$ cat config.mk
export PLATFORM = sky130hd
export DESIGN_NAME = hft_top
export DESIGN_NICKNAME = d
export VERILOG_FILES = /design/src/hw/hft_pkg.sv /design/src/hw/hft_top.sv /design/src/hw/hft_chan.sv
export SDC_FILE = /design/constraint.sdc
export NUM_CORES = 2
export LEC_CHECK = 0
export BUFFER_PORTS_ARGS = -buffer_cell sky130_fd_sc_hd__clkbuf_2
export CAP_MARGIN = 15
export CORE_ASPECT_RATIO = 2
export CORE_MARGIN = 2
export CORE_UTILIZATION = 30
export CTS_CLUSTER_SIZE = 16
export DETAILED_ROUTE_END_ITERATION = 8
export PLACE_DENSITY = 0.46
export SYNTH_ARGS = -nofsm -noshare
export SYNTH_HDL_FRONTEND = slang
export SYNTH_SLANG_ARGS = --single-unit
$ cat constraint.sdc
create_clock -name pclk -period 6.7 [get_ports pclk]
set_input_delay 0.67 -clock pclk [delete_from_list [all_inputs] [get_ports pclk]]
set_output_delay 0.67 -clock pclk [all_outputs]
set_load 0.02 [all_outputs]
$ cat src/hw/hft_pkg.sv
// Package for the high flux trip channel block: constants, register map and carrier types.
// Assumes flux values in hundredths of a percent of rated power and a 100 MHz pclk.
package hft_pkg;

  // Flux words are unsigned, in units of 0.01 percent of rated power.
  localparam int          FLUX_W       = 16;
  localparam int          NCHAN        = 4;
  // Each chamber spans 0 to 62.5 percent, so a chamber sum spans 0 to 125 percent before gain.
  localparam logic [15:0] CHAMBER_MAX  = 16'h186A;
  localparam logic [15:0] TOTAL_MAX    = 16'h30D4;
  // Normal setpoint 104.75 percent and shutdown bypass setpoint 4.0 percent.
  localparam logic [15:0] NORMAL_SP    = 16'h28EB;
  localparam logic [15:0] BYPASS_SP    = 16'h0190;
  // Variable setpoint range 0 to 125 percent, reset value 104.75 percent.
  localparam logic [15:0] VAR_SP_MAX   = 16'h30D4;
  localparam logic [15:0] VAR_SP_RST   = 16'h28EB;
  // Auto-reset margin below the active setpoint, 0.5 percent after reset.
  localparam logic [15:0] HYST_RST     = 16'h0032;

  // Gain is unsigned fixed point with ten fraction bits: 1.000, 0.5 and 1.5.
  localparam int          GAIN_W       = 11;
  localparam int          GAIN_FRAC    = 10;
  localparam logic [10:0] GAIN_ONE     = 11'h400;
  localparam logic [10:0] GAIN_MIN     = 11'h200;
  localparam logic [10:0] GAIN_MAX     = 11'h600;

  // Register byte offsets on the APB bus.
  localparam logic [7:0]  OFS_CTRL     = 8'h00;
  localparam logic [7:0]  OFS_GAIN     = 8'h04;
  localparam logic [7:0]  OFS_VAR_SP   = 8'h08;
  localparam logic [7:0]  OFS_HYST     = 8'h0C;
  localparam logic [7:0]  OFS_STATUS   = 8'h10;
  localparam logic [7:0]  OFS_IRQ_STAT = 8'h14;
  localparam logic [7:0]  OFS_IRQ_MASK = 8'h18;
  localparam logic [7:0]  OFS_SEL_FLUX = 8'h1C;

  // Field positions.
  localparam int          CTRL_VAR_EN  = 0;
  localparam int          STAT_PLANT   = 4;
  localparam int          STAT_BYPASS  = 5;
  localparam int          STAT_VAR_EN  = 6;
  localparam int          IRQ_PLANT    = 0;
  localparam int          IRQ_CHAN     = 1;
  localparam int          IRQ_W        = 2;
  localparam logic [1:0]  IRQ_MASK_RST = 2'h0;

  // Upper and lower chamber values of one channel travel together.
  typedef struct packed {
    logic [15:0] upper;
    logic [15:0] lower;
  } hft_flux_pair_t;

  // Setpoint configuration shared by every channel comparator.
  typedef struct packed {
    logic        bypass;
    logic        var_en;
    logic [15:0] var_sp;
    logic [15:0] hyst;
  } hft_sp_cfg_t;

  // Plant trip latch state.
  typedef enum logic [0:0] {
    HFT_LATCH_CLEAR   = 1'b0,
    HFT_LATCH_TRIPPED = 1'b1
  } hft_latch_t;

endpackage : hft_pkg

$ cat src/hw/hft_top.sv
// Four channel high flux trip block with two-out-of-four plant trip voting.
// Assumes flux inputs and the keyswitch are synchronous to pclk; registers sit on APB.
//
// Behaviour
// - every channel sees all four channel fluxes
// - select second-largest of four channel totals
// - total equals chamber sum times gain
// - gain adjustable 0.5 to 1.5, default 1.000
// - trip when selected flux reaches setpoint
// - normal setpoint is 104.75 percent
// - bypass keyswitch selects 4.0 percent automatically
// - enabled variable setpoint 0 to 125 percent
// - normal setpoint stays active with variable
// - two of four channels trip the plant
// - plant trip latched until operator reset
// - chamber inputs span 0 to 62.5 percent
// - external summed power signal never used
//
// The implementer's own choices: the APB slave port and the register offsets.
`timescale 1ns/1ps
module hft_top (
  input  wire logic                          pclk,
  input  wire logic                          presetn,
  // APB slave port.
  input  wire logic                          psel,
  input  wire logic                          penable,
  input  wire logic                          pwrite,
  input  wire logic [7:0]                    paddr,
  input  wire logic [31:0]                   pwdata,
  output logic [31:0]                        prdata,
  output logic                               pready,
  output logic                               pslverr,
  // Detector chamber values, one pair per channel.
  input  wire hft_pkg::hft_flux_pair_t [3:0] flux_detector_input,
  // Shutdown bypass keyswitch, high in bypass.
  input  wire logic                          bypass_key,
  // Operator reset of the latched plant trip.
  input  wire logic                          operator_reset,
  output logic [3:0]                         channel_trip,
  output logic                               plant_trip,
  output logic                               irq
);

  // Control registers written by software.
  logic        var_en;                 // Variable setpoint enable.
  logic [10:0] gain;                   // Total flux gain factor.
  logic [15:0] var_sp;                 // Variable setpoint value.
  logic [15:0] hyst;                   // Auto-reset margin.
  logic [1:0]  irq_stat;               // Sticky event bits.
  logic [1:0]  irq_mask;               // Interrupt enables.
  logic        next_var_en;
  logic [10:0] next_gain;
  logic [15:0] next_var_sp;
  logic [15:0] next_hyst;
  logic [1:0]  next_irq_stat;
  logic [1:0]  next_irq_mask;
  logic [31:0] next_prdata;
  logic        next_pslverr;

  // Datapath signals.
  logic [4*16-1:0]      totals;        // Registered channel totals.
  logic [4*16-1:0]      next_totals;
  hft_pkg::hft_sp_cfg_t cfg;           // Configuration fed to every channel.
  logic [15:0]          sel_flux [4];  // Runner-up value seen by each channel.
  logic [3:0]           chan_trip_q;   // Channel trips from the comparators.
  logic [3:0]           chan_trip_d;   // Channel trips one cycle earlier.
  hft_pkg::hft_latch_t  latch;
  hft_pkg::hft_latch_t  next_latch;
  logic [2:0]           votes;         // Number of tripped channels.
  logic                 vote_trip;
  logic [1:0]           events;        // Event pulses toward the sticky bits.

  // Bus decode terms.
  logic wr_access;
  logic rd_setup;

  // The slave answers with no wait state; read data are captured in setup.
  assign pready    = 1'b1;
  assign wr_access = psel && penable && pwrite;
  assign rd_setup  = psel && !penable;

  // Compute each channel's total from its own two chamber values.
  always_comb
  begin
    next_totals = '0;
    for (int c = 0; c < hft_pkg::NCHAN; c++)
    begin : totals_loop
      logic [15:0] up;
      logic [15:0] lo;
      logic [16:0] sum;
      logic [27:0] prod;
      // Every local gets a value first so no stale state is implied.
      sum  = 17'h00000;
      prod = 28'h0000000;
      up   = flux_detector_input[c].upper;
      lo   = flux_detector_input[c].lower;
      if (up > hft_pkg::CHAMBER_MAX)
      begin
        up = hft_pkg::CHAMBER_MAX;
      end
      if (lo > hft_pkg::CHAMBER_MAX)
      begin
        lo = hft_pkg::CHAMBER_MAX;
      end
      sum  = {1'b0, up} + {1'b0, lo};
      prod = 28'(sum * gain);
      // With gain at most 1.5 the scaled total stays below 2**15.
      next_totals[c*16 +: 16] = prod[hft_pkg::GAIN_FRAC +: 16];
    end
  end

  // Totals register: one processing cycle of latency for every channel.
  always_ff @(posedge pclk or negedge presetn)
  begin
    if (!presetn)
    begin
      totals <= '0;
    end
    else
    begin
      totals <= next_totals;
    end
  end

  // Configuration bundle for the comparators.
  always_comb
  begin
    cfg.bypass = bypass_key;
    cfg.var_en = var_en;
    cfg.var_sp = var_sp;
    cfg.hyst   = hyst;
  end

  // Four identical channels, each fed all four totals.
  genvar gc;
  generate
    for (gc = 0; gc < hft_pkg::NCHAN; gc++)
    begin : g_chan
      hft_chan u_chan (
        .pclk                      (pclk),
        .presetn                   (presetn),
        .totals                    (totals),
        .cfg                       (cfg),
        .trip                      (chan_trip_q[gc]),
        .second_highest_total_flux (sel_flux[gc])
      );
    end
  endgenerate

  // Count the tripped channels for voting.
  always_comb
  begin
    votes = 3'h0;
    for (int v = 0; v < hft_pkg::NCHAN; v++)
    begin
      votes = votes + {2'h0, chan_trip_q[v]};
    end
    vote_trip = (votes >= 3'h2);
  end

  // Plant trip latch: only the operator reset or presetn can clear it, and a standing vote
  // wins over the reset so the plant cannot be cleared while still tripped.
  always_comb
  begin
    next_latch = latch;
    case (latch)
      hft_pkg::HFT_LATCH_CLEAR:
      begin
        if (vote_trip)
        begin
          next_latch = hft_pkg::HFT_LATCH_TRIPPED;
        end
      end
      hft_pkg::HFT_LATCH_TRIPPED:
      begin
        if (operator_reset && !vote_trip)
        begin
          next_latch = hft_pkg::HFT_LATCH_CLEAR;
        end
      end
      default:
      begin
        next_latch = hft_pkg::HFT_LATCH_TRIPPED;
      end
    endcase
  end

  // Latch and edge-detect registers.
  always_ff @(posedge pclk or negedge presetn)
  begin
    if (!presetn)
    begin
      latch       <= hft_pkg::HFT_LATCH_CLEAR;
      chan_trip_d <= 4'h0;
    end
    else
    begin
      latch       <= next_latch;
      chan_trip_d <= chan_trip_q;
    end
  end

  // Outputs come straight from flops.
  assign channel_trip = chan_trip_q;
  assign plant_trip   = (latch == hft_pkg::HFT_LATCH_TRIPPED);

  // Events: plant trip entry and any channel newly tripping.
  always_comb
  begin
    events                    = 2'h0;
    events[hft_pkg::IRQ_PLANT] = (latch == hft_pkg::HFT_LATCH_CLEAR) &&
                                 (next_latch == hft_pkg::HFT_LATCH_TRIPPED);
    events[hft_pkg::IRQ_CHAN]  = |(chan_trip_q & ~chan_trip_d);
  end

  // Register writes. Values outside their permitted range are ignored, so a
  // console slip can never push the gain or variable setpoint out of range.
  always_comb
  begin
    next_var_en   = var_en;
    next_gain     = gain;
    next_var_sp   = var_sp;
    next_hyst     = hyst;
    next_irq_mask = irq_mask;
    next_irq_stat = irq_stat;
    if (wr_access)
    begin
      case (paddr)
        hft_pkg::OFS_CTRL:
        begin
          next_var_en = pwdata[hft_pkg::CTRL_VAR_EN];
        end
        hft_pkg::OFS_GAIN:
        begin
          if ((pwdata[31:11] == 21'h0) && (pwdata[10:0] >= hft_pkg::GAIN_MIN) &&
              (pwdata[10:0] <= hft_pkg::GAIN_MAX))
          begin
            next_gain = pwdata[10:0];
          end
        end
        hft_pkg::OFS_VAR_SP:
        begin
          if ((pwdata[31:16] == 16'h0000) && (pwdata[15:0] <= hft_pkg::VAR_SP_MAX))
          begin
            next_var_sp = pwdata[15:0];
          end
        end
        hft_pkg::OFS_HYST:
        begin
          next_hyst = pwdata[15:0];
        end
        hft_pkg::OFS_IRQ_STAT:
        begin
          // Write one to clear.
          next_irq_stat = irq_stat & ~pwdata[hft_pkg::IRQ_W-1:0];
        end
        hft_pkg::OFS_IRQ_MASK:
        begin
          next_irq_mask = pwdata[hft_pkg::IRQ_W-1:0];
        end
        default:
        begin
          next_irq_stat = irq_stat;
        end
      endcase
    end
    // A new event wins over a clear in the same cycle.
    next_irq_stat = next_irq_stat | events;
  end

  // Read data and error are prepared in the setup cycle and held for access.
  always_comb
  begin
    next_prdata  = prdata;
    next_pslverr = pslverr;
    if (rd_setup)
    begin
      next_prdata  = 32'h0000_0000;
      next_pslverr = 1'b0;
      case (paddr)
        hft_pkg::OFS_CTRL:     next_prdata[hft_pkg::CTRL_VAR_EN] = var_en;
        hft_pkg::OFS_GAIN:     next_prdata[10:0] = gain;
        hft_pkg::OFS_VAR_SP:   next_prdata[15:0] = var_sp;
        hft_pkg::OFS_HYST:     next_prdata[15:0] = hyst;
        hft_pkg::OFS_STATUS:
        begin
          next_prdata[3:0]                  = chan_trip_q;
          next_prdata[hft_pkg::STAT_PLANT]  = plant_trip;
          next_prdata[hft_pkg::STAT_BYPASS] = bypass_key;
          next_prdata[hft_pkg::STAT_VAR_EN] = var_en;
        end
        hft_pkg::OFS_IRQ_STAT: next_prdata[hft_pkg::IRQ_W-1:0] = irq_stat;
        hft_pkg::OFS_IRQ_MASK: next_prdata[hft_pkg::IRQ_W-1:0] = irq_mask;
        hft_pkg::OFS_SEL_FLUX: next_prdata[15:0] = sel_flux[0];
        default:               next_pslverr = 1'b1;
      endcase
    end
  end

  // Software register file.
  always_ff @(posedge pclk or negedge presetn)
  begin
    if (!presetn)
    begin
      var_en   <= 1'b0;
      gain     <= hft_pkg::GAIN_ONE;
      var_sp   <= hft_pkg::VAR_SP_RST;
      hyst     <= hft_pkg::HYST_RST;
      irq_stat <= 2'h0;
      irq_mask <= hft_pkg::IRQ_MASK_RST;
      prdata   <= 32'h0000_0000;
      pslverr  <= 1'b0;
    end
    else
    begin
      var_en   <= next_var_en;
      gain     <= next_gain;
      var_sp   <= next_var_sp;
      hyst     <= next_hyst;
      irq_stat <= next_irq_stat;
      irq_mask <= next_irq_mask;
      prdata   <= next_prdata;
      pslverr  <= next_pslverr;
    end
  end

  // Level interrupt while any unmasked sticky bit stands.
  assign irq = |(irq_stat & irq_mask);

endmodule : hft_top

$ cat src/hw/hft_chan.sv
// One trip channel: ranks the four channel totals and compares the runner-up value.
// Assumes totals arrive registered from the top and the configuration is stable per cycle.
`timescale 1ns/1ps
module hft_chan (
  input  wire logic                pclk,
  input  wire logic                presetn,
  input  wire logic [4*16-1:0]     totals,
  input  wire hft_pkg::hft_sp_cfg_t cfg,
  output logic                     trip,
  output logic [15:0]              second_highest_total_flux
);

  // Rank of each total: how many others beat it, with ties broken by index.
  logic [2:0]  rank [4];
  logic [15:0] tot  [4];
  logic [15:0] pick;
  logic [15:0] active_sp;
  logic [15:0] reset_level;
  logic        next_trip;

  genvar gi;
  generate
    for (gi = 0; gi < 4; gi++)
    begin : g_rank
      assign tot[gi] = totals[gi*16 +: 16];
      always_comb
      begin
        rank[gi] = 3'h0;
        for (int j = 0; j < 4; j++)
        begin
          if ((tot[j] > tot[gi]) || ((tot[j] == tot[gi]) && (j < gi)))
          begin
            rank[gi] = rank[gi] + 3'h1;
          end
        end
      end
    end
  endgenerate

  // Exactly one entry holds rank one; it is the second-largest total.
  always_comb
  begin
    pick = 16'h0000;
    for (int k = 0; k < 4; k++)
    begin
      if (rank[k] == 3'h1)
      begin
        pick = tot[k];
      end
    end
  end

  // Setpoint choice: bypass replaces normal, variable only ever lowers it.
  always_comb
  begin
    active_sp = cfg.bypass ? hft_pkg::BYPASS_SP : hft_pkg::NORMAL_SP;
    if (cfg.var_en && (cfg.var_sp < active_sp))
    begin
      active_sp = cfg.var_sp;
    end
    // The margin saturates at zero so a large margin never wraps round.
    reset_level = (cfg.hyst > active_sp) ? 16'h0000 : (active_sp - cfg.hyst);
  end

  // Trip comparator with self-clearing below the auto-reset level.
  always_comb
  begin
    next_trip = trip;
    if (pick >= active_sp)
    begin
      next_trip = 1'b1;
    end
    else if (pick < reset_level)
    begin
      next_trip = 1'b0;
    end
  end

  // Registers of the channel.
  always_ff @(posedge pclk or negedge presetn)
  begin
    if (!presetn)
    begin
      trip                      <= 1'b0;
      second_highest_total_flux <= 16'h0000;
    end
    else
    begin
      trip                      <= next_trip;
      second_highest_total_flux <= pick;
    end
  end

endmodule : hft_chan

### Word level (Yosys, flattened, before mapping)

Cells that the tools add are included.

* RAM bits: 0
* flip-flop bits (word level): 148
* word-level logic and storage cells: 166
* bits in read-only memories: 0
* memories kept: 0
* bits in latches: 0

* muxes and demuxes: 44
* $add $sub $neg: 20
* reduce and logical (&&, ||, !) cells: 29
* magnitude comparators: 32
* div/mod/pow operators: 0
* shifts and indexed selects: 0
* multiply operators: 4
* bitwise operators: 7
* eq/ne operators: 17

Operators by type and width (number)
* $gt A16 B16 Y1: 17
* $mux W16: 14
* $gt A16 B13 Y1 const B: 8
* $mul A17 B11 Y26: 4
* $eq A16 B16 Y1: 6
* $add A16 B16 Y17: 4
* $add A3 B1 Y3 const B: 12
* $mux W3: 12
* $eq A8 B5 Y1 const B: 4
* $lt A16 B16 Y1: 2
* $pmux W5 S5: 1
* $logic_not A21 Y1: 1
* $eq A8 B4 Y1 const B: 2
* $ge A16 B16 Y1: 1
* $le A16 B14 Y1 const B: 1
* $logic_not A16 Y1: 1
* $pmux W4 S4: 1
* $sub A16 B16 Y16: 1
* $pmux W5 S3: 1
* $mux W14: 1
* $eq A3 B1 Y1 const B: 4
* $ge A11 B10 Y1 const B: 1
* $le A11 B11 Y1 const B: 1
* $logic_and A1 B1 Y1: 9
* 25 further kinds: 44

### Longest topological paths before layout

* depth in word-level cells: 16
* gate-level depth with buffers: 36

### Hierarchy

Synthesis repeated with hierarchy kept, for this count alone.

* cell total of the unflattened synthesis: 6150
* area, all modules: 52242.6 um^2

By module, submodules not included
* hft_top: area an instance 31021.0 um^2, cells each 3456, times used 1
* hft_chan at g_chan[1].u_chan ...: area an instance 5263.8 um^2, cells each 666, times used 3
* hft_chan at g_chan[0].u_chan: area an instance 5430.2 um^2, cells each 696, times used 1

### Least setup slack after synthesis

OpenSTA, ideal clock, no wires.

* path type: input port to flip-flop
* start: input flux_detector_input[80] in the netlist's numbering
* end: register totals[47]
* library setup time: 133 ps
* required time: 6567 ps
* stages: 34
* path slack: -1736 ps
* arrival time: 8303 ps
* cells stage by stage: a21o_1 -> a21oi_1 -> o21ai_0 -> a31oi_1 -> clkbuf_1 -> and2_1 -> ha_1 -> inv_1 -> fa_1 -> nor2b_1 -> o2111ai_1 -> nand3b_1 -> a21o_1 -> a21oi_1 -> xnor2_1 -> clkbuf_1 -> and2_1 -> fa_1 -> fa_1 -> fa_1 -> fa_1 -> inv_1 -> fa_1 -> inv_1 -> ha_1 -> a21o_1 -> a21o_1 -> a21o_4 -> o21a_2 -> a311o_2 -> a21o_1 -> a21o_1 -> a211oi_2 -> xnor3_1

* word-level cells in the longest chain between the ends: 4

RTL lines
* from (decl): line hft_top.sv:34 `input wire hft_pkg::hft_flux_pair_t [3:0] flux_detector_input,`
* $gt A16 B13 Y1: line hft_top.sv:97 `if (up > hft_pkg::CHAMBER_MAX)`
* $mux W16 *: line hft_top.sv:97
* $add A16 B16 Y17 *: line hft_top.sv:105 `sum = {1'b0, up} + {1'b0, lo};`
* $mul A17 B11 Y26 *: line hft_top.sv:106 `prod = 28'(sum * gain);`
* net next_totals[47]: line hft_top.sv:62 `logic [4*16-1:0] next_totals;`
* to (signal assigned): line hft_top.sv:121 `totals <= next_totals;`
* to (decl): line hft_top.sv:61 `logic [4*16-1:0] totals;`

The timed path passes the listed nets; every way through them passes the cells marked *.
A chain may end at the register's enable or synchronous reset.

### Worst setup path in the final report

* start: input flux_detector_input[74] in the netlist's numbering
* end: register totals[47]

* word-level cells in the longest chain between the ends: 4

RTL lines
* $gt A16 B13 Y1: line hft_top.sv:101 `if (lo > hft_pkg::CHAMBER_MAX)`
* $mux W16 *: line hft_top.sv:101
* $add A16 B16 Y17 *: line hft_top.sv:105
* $mul A17 B11 Y26 *: line hft_top.sv:106
* net next_totals[47]: line hft_top.sv:62

Marks and branches as above.

==> run metrics <==
vias=just under 30000; Post-Route WL=between 100 and 150 mm; WL/cell=17.7 um; kind of critical path=input port to register; First-pass DRT Iterations=5; Slew Limit Fails=0; Yosys reg bits=approximately 150; Rel. slew slack=37.3%; Starting Density=just over 30%; Max-Cap Viols=0; Max stage delay on crit path=roughly 540 ps; asr flop ratio synth=100%; failing checks=setup timing; Via density=4.74; largest area contributor in the netlist=fa_1; ys flop type=dfrtp_1; unrepaired setup endpoints after global routing=yes; PwrDens=between 50 and 60 nW/um^2; Clock Root Buffer=clkbuf_16; DIE AREA=around 120000 um^2; top-count cell post-synth=inv_1; Final Power=between 2 and 3 mW; CTS tree=yes; library cells used by synthesis=79; crit path DAT=between 7000 and 8000 ps; fin nets=approximately 5900; Setup crit end kind=register; # setup viols final=51; Rows=178; grt ovf=0; area added between synthesis and finish=28.3%; Max Clock Skew=~12 ps; antenna violations before repair=3; Clock Latency Late Sink=460 ps; area share of the largest cell type after synthesis=roughly 30%; TritonCTS buffer count=17; vias in the first global route=~33000; HPWL Detailed=roughly 95 mm; initial DRC count=slightly below 900; CP max-delay cell=fa_1; Synth Instances=4012; min cycle time layout=between 7000 and 8000 ps; Die X=approximately 250 um; final worst slack=-902 ps; Reg area=3730 um^2; Die Height=around 500 um; Worst Tran Pin Value=~940 ps; final core utilization=between 30% and 40%; register area share after synthesis=10.5%; syn avg cell area=around 8.8 um^2; largest cells by area after synthesis=fa_1 (30%), ha_1 (15%), dfrtp_1 (9.6%), and2_1 (7.9%), inv_1 (7.0%); R2R depth=35; final weighted congestion in routability-driven placement=0.845; # fillers=between 10000 and 15000; IO Pins=215; Sink Count=around 150; Final Cycle Share=113%; crit-path max FO=6; setup TNS=-22610 ps; Worst-path clk slew=~70 ps; H-tree level count=4; largest net degree at the start of global routing=97; max frequency=approximately 0.13 GHz; synthesized area=35500 um^2; core box area=approximately 120000 um^2; layout cell share with drive strength beyond 1=about 27%; All-Layer GR Usage=a little under a fifth; VDD IR max=between 0.15 and 0.2 mV; Routed Antenna Nets=0; first-pass GRT wire length=~180 mm; Critical Path Start Type=input port; outcome=complete, but fails checks; Post-synth EDFFs=0; Worst EP required=~7000 ps; CTS max path bufs=2; I/O Buffers=197; # DRC=0; Min Hold Slack=294 ps; synth warn=0; final hold viol count=0; Hold Path Class=input port to asynchronous set/reset pin; Post-synth top cells=inv_1 (659), fa_1 (533), and2_1 (449); combined area of the multi-input logic cells=about 31000 um^2; static leakage=between 20 and 25 nW
-- routing by layer --
metal  vias to the layer above  track usage, %  part of all wire [%]
met3                       201           0.886                   1.5
met2                       417            39.1                    60
met4                         0            7.71                   4.3
met5                         -               0                     0
met1                     14900            17.9                    34
li1                      14100               -                     -
-- metrics by stage --
step,cell area [um^2],instances,setup slack [ps]
3_3_place_gp,42800,6164,-1530
5_1_grt,45500,6259,-1240
2_1_floorplan,36200,4055,-1130
3_5_place_dp,42800,6164,-1600
4_1_cts,44800,6244,-1010
6_report,45500,6260,-902
-- worst max-delay path: cells and delay by family --
| kind | cells | cell delay [ps] |
|---|---|---|
| AOI/OAI and AO/OA | 13 | 2450 |
| xor gates and xnor gates | 2 | 360 |
| adders and majority gates | 7 | 2970 |
| buffers and inverters | 7 | 750 |
| and+or+nand+nor | 5 | 720 |
-- state kept, by name, summed over array words and instances, names as in the netlist --
name                                     flops
var_en                                       1
hyst                                        16
g_chan.u_chan.second_highest_total_flux     16
plant_trip                                   1
irq_stat                                     2
g_chan.u_chan.trip                           1
chan_trip_d                                  1
gain                                        11
pslverr                                      1
irq_mask                                     2
var_sp                                      16
prdata                                      16
totals                                      64
-- where the power goes --
group	switching [mW]	leakage (nW)	internal (mW)	total, mW
combinational	0.409	21.4	0.347	0.756
clock	0.460	0.305	0.568	1.03
sequential	0.00210	1.99	0.896	0.898
total	0.871	23.7	1.81	2.68
-- cell families (layout without fill, tap and decap cells) --
family	count (synthesis)	count (layout)	share of synthesized area, %
buf+inv	857	1530	9.29
flops	148	148	10.5
xor+xnor	129	129	3.34
simple gates	1313	1313	19.1
other cells	2	47	0.0212
fa+ha+maj	972	972	45.6
compound gates	514	514	9.81
mux	77	77	2.36
-- worst paths after layout --
path	from	end	slack, ps
max in group asynchronous	presetn	gain[7]$_DFFE_PN0P_	5050
max	flux_detector_input[74]	totals[47]$_DFF_PN0_	-900
min reg2reg	chan_trip_d[0]$_DFF_PN0_	irq_stat[1]$_DFF_PN0_	410
min in group pclk	operator_reset	plant_trip$_DFF_PN0_	380
max reg2reg	var_sp[1]$_DFFE_PN1P_	g_chan[3].u_chan.trip$_DFFE_PN0P_	360
min	presetn	totals[29]$_DFF_PN0_	290
-- cells in the final DEF (no fill, tap or decap), drive strengths merged, types with 10 or more instances in the layout --
master	n
a211oi	35
a21o	93
a21oi	120
a22oi	19
a31oi	19
and2	449
and3	15
buf	650
clkbuf	205
conb	45
dfrtp	136
dfstp	12
fa	533
ha	439
inv	665
mux2	53
mux2i	24
nand2	421
nand2b	59
nand3	40
nand4	34
nor2	126
nor2b	43
nor3	44
nor4	19
o21a	56
o21ai	80
o21bai	10
or2	27
or3	15
xnor2	94
xor2	31
-- cell type report --
class | count | share of cell area [%]
flip-flops and latches | 148 | 8.20
clock buffers | 17 | 0.934
well taps | 1530 | 4.20
repair buffers | 839 | 13.6
multi-input cells | 3050 | 67.2
inverters | 659 | 5.43
clock inverters | 15 | 0.429
diodes | 2 | 0.0110
-- repair_timing --
action / in CTS / in global routing
pin swaps: 170 / 107
resized for setup: 188 / 140
hold buffers: 0 / 0
setup buffers: 54 / 25
cloned: 1 / 0
endpoints found under the setup margin: 60 / 65
Note: power is estimated with default switching activity, not from simulation.
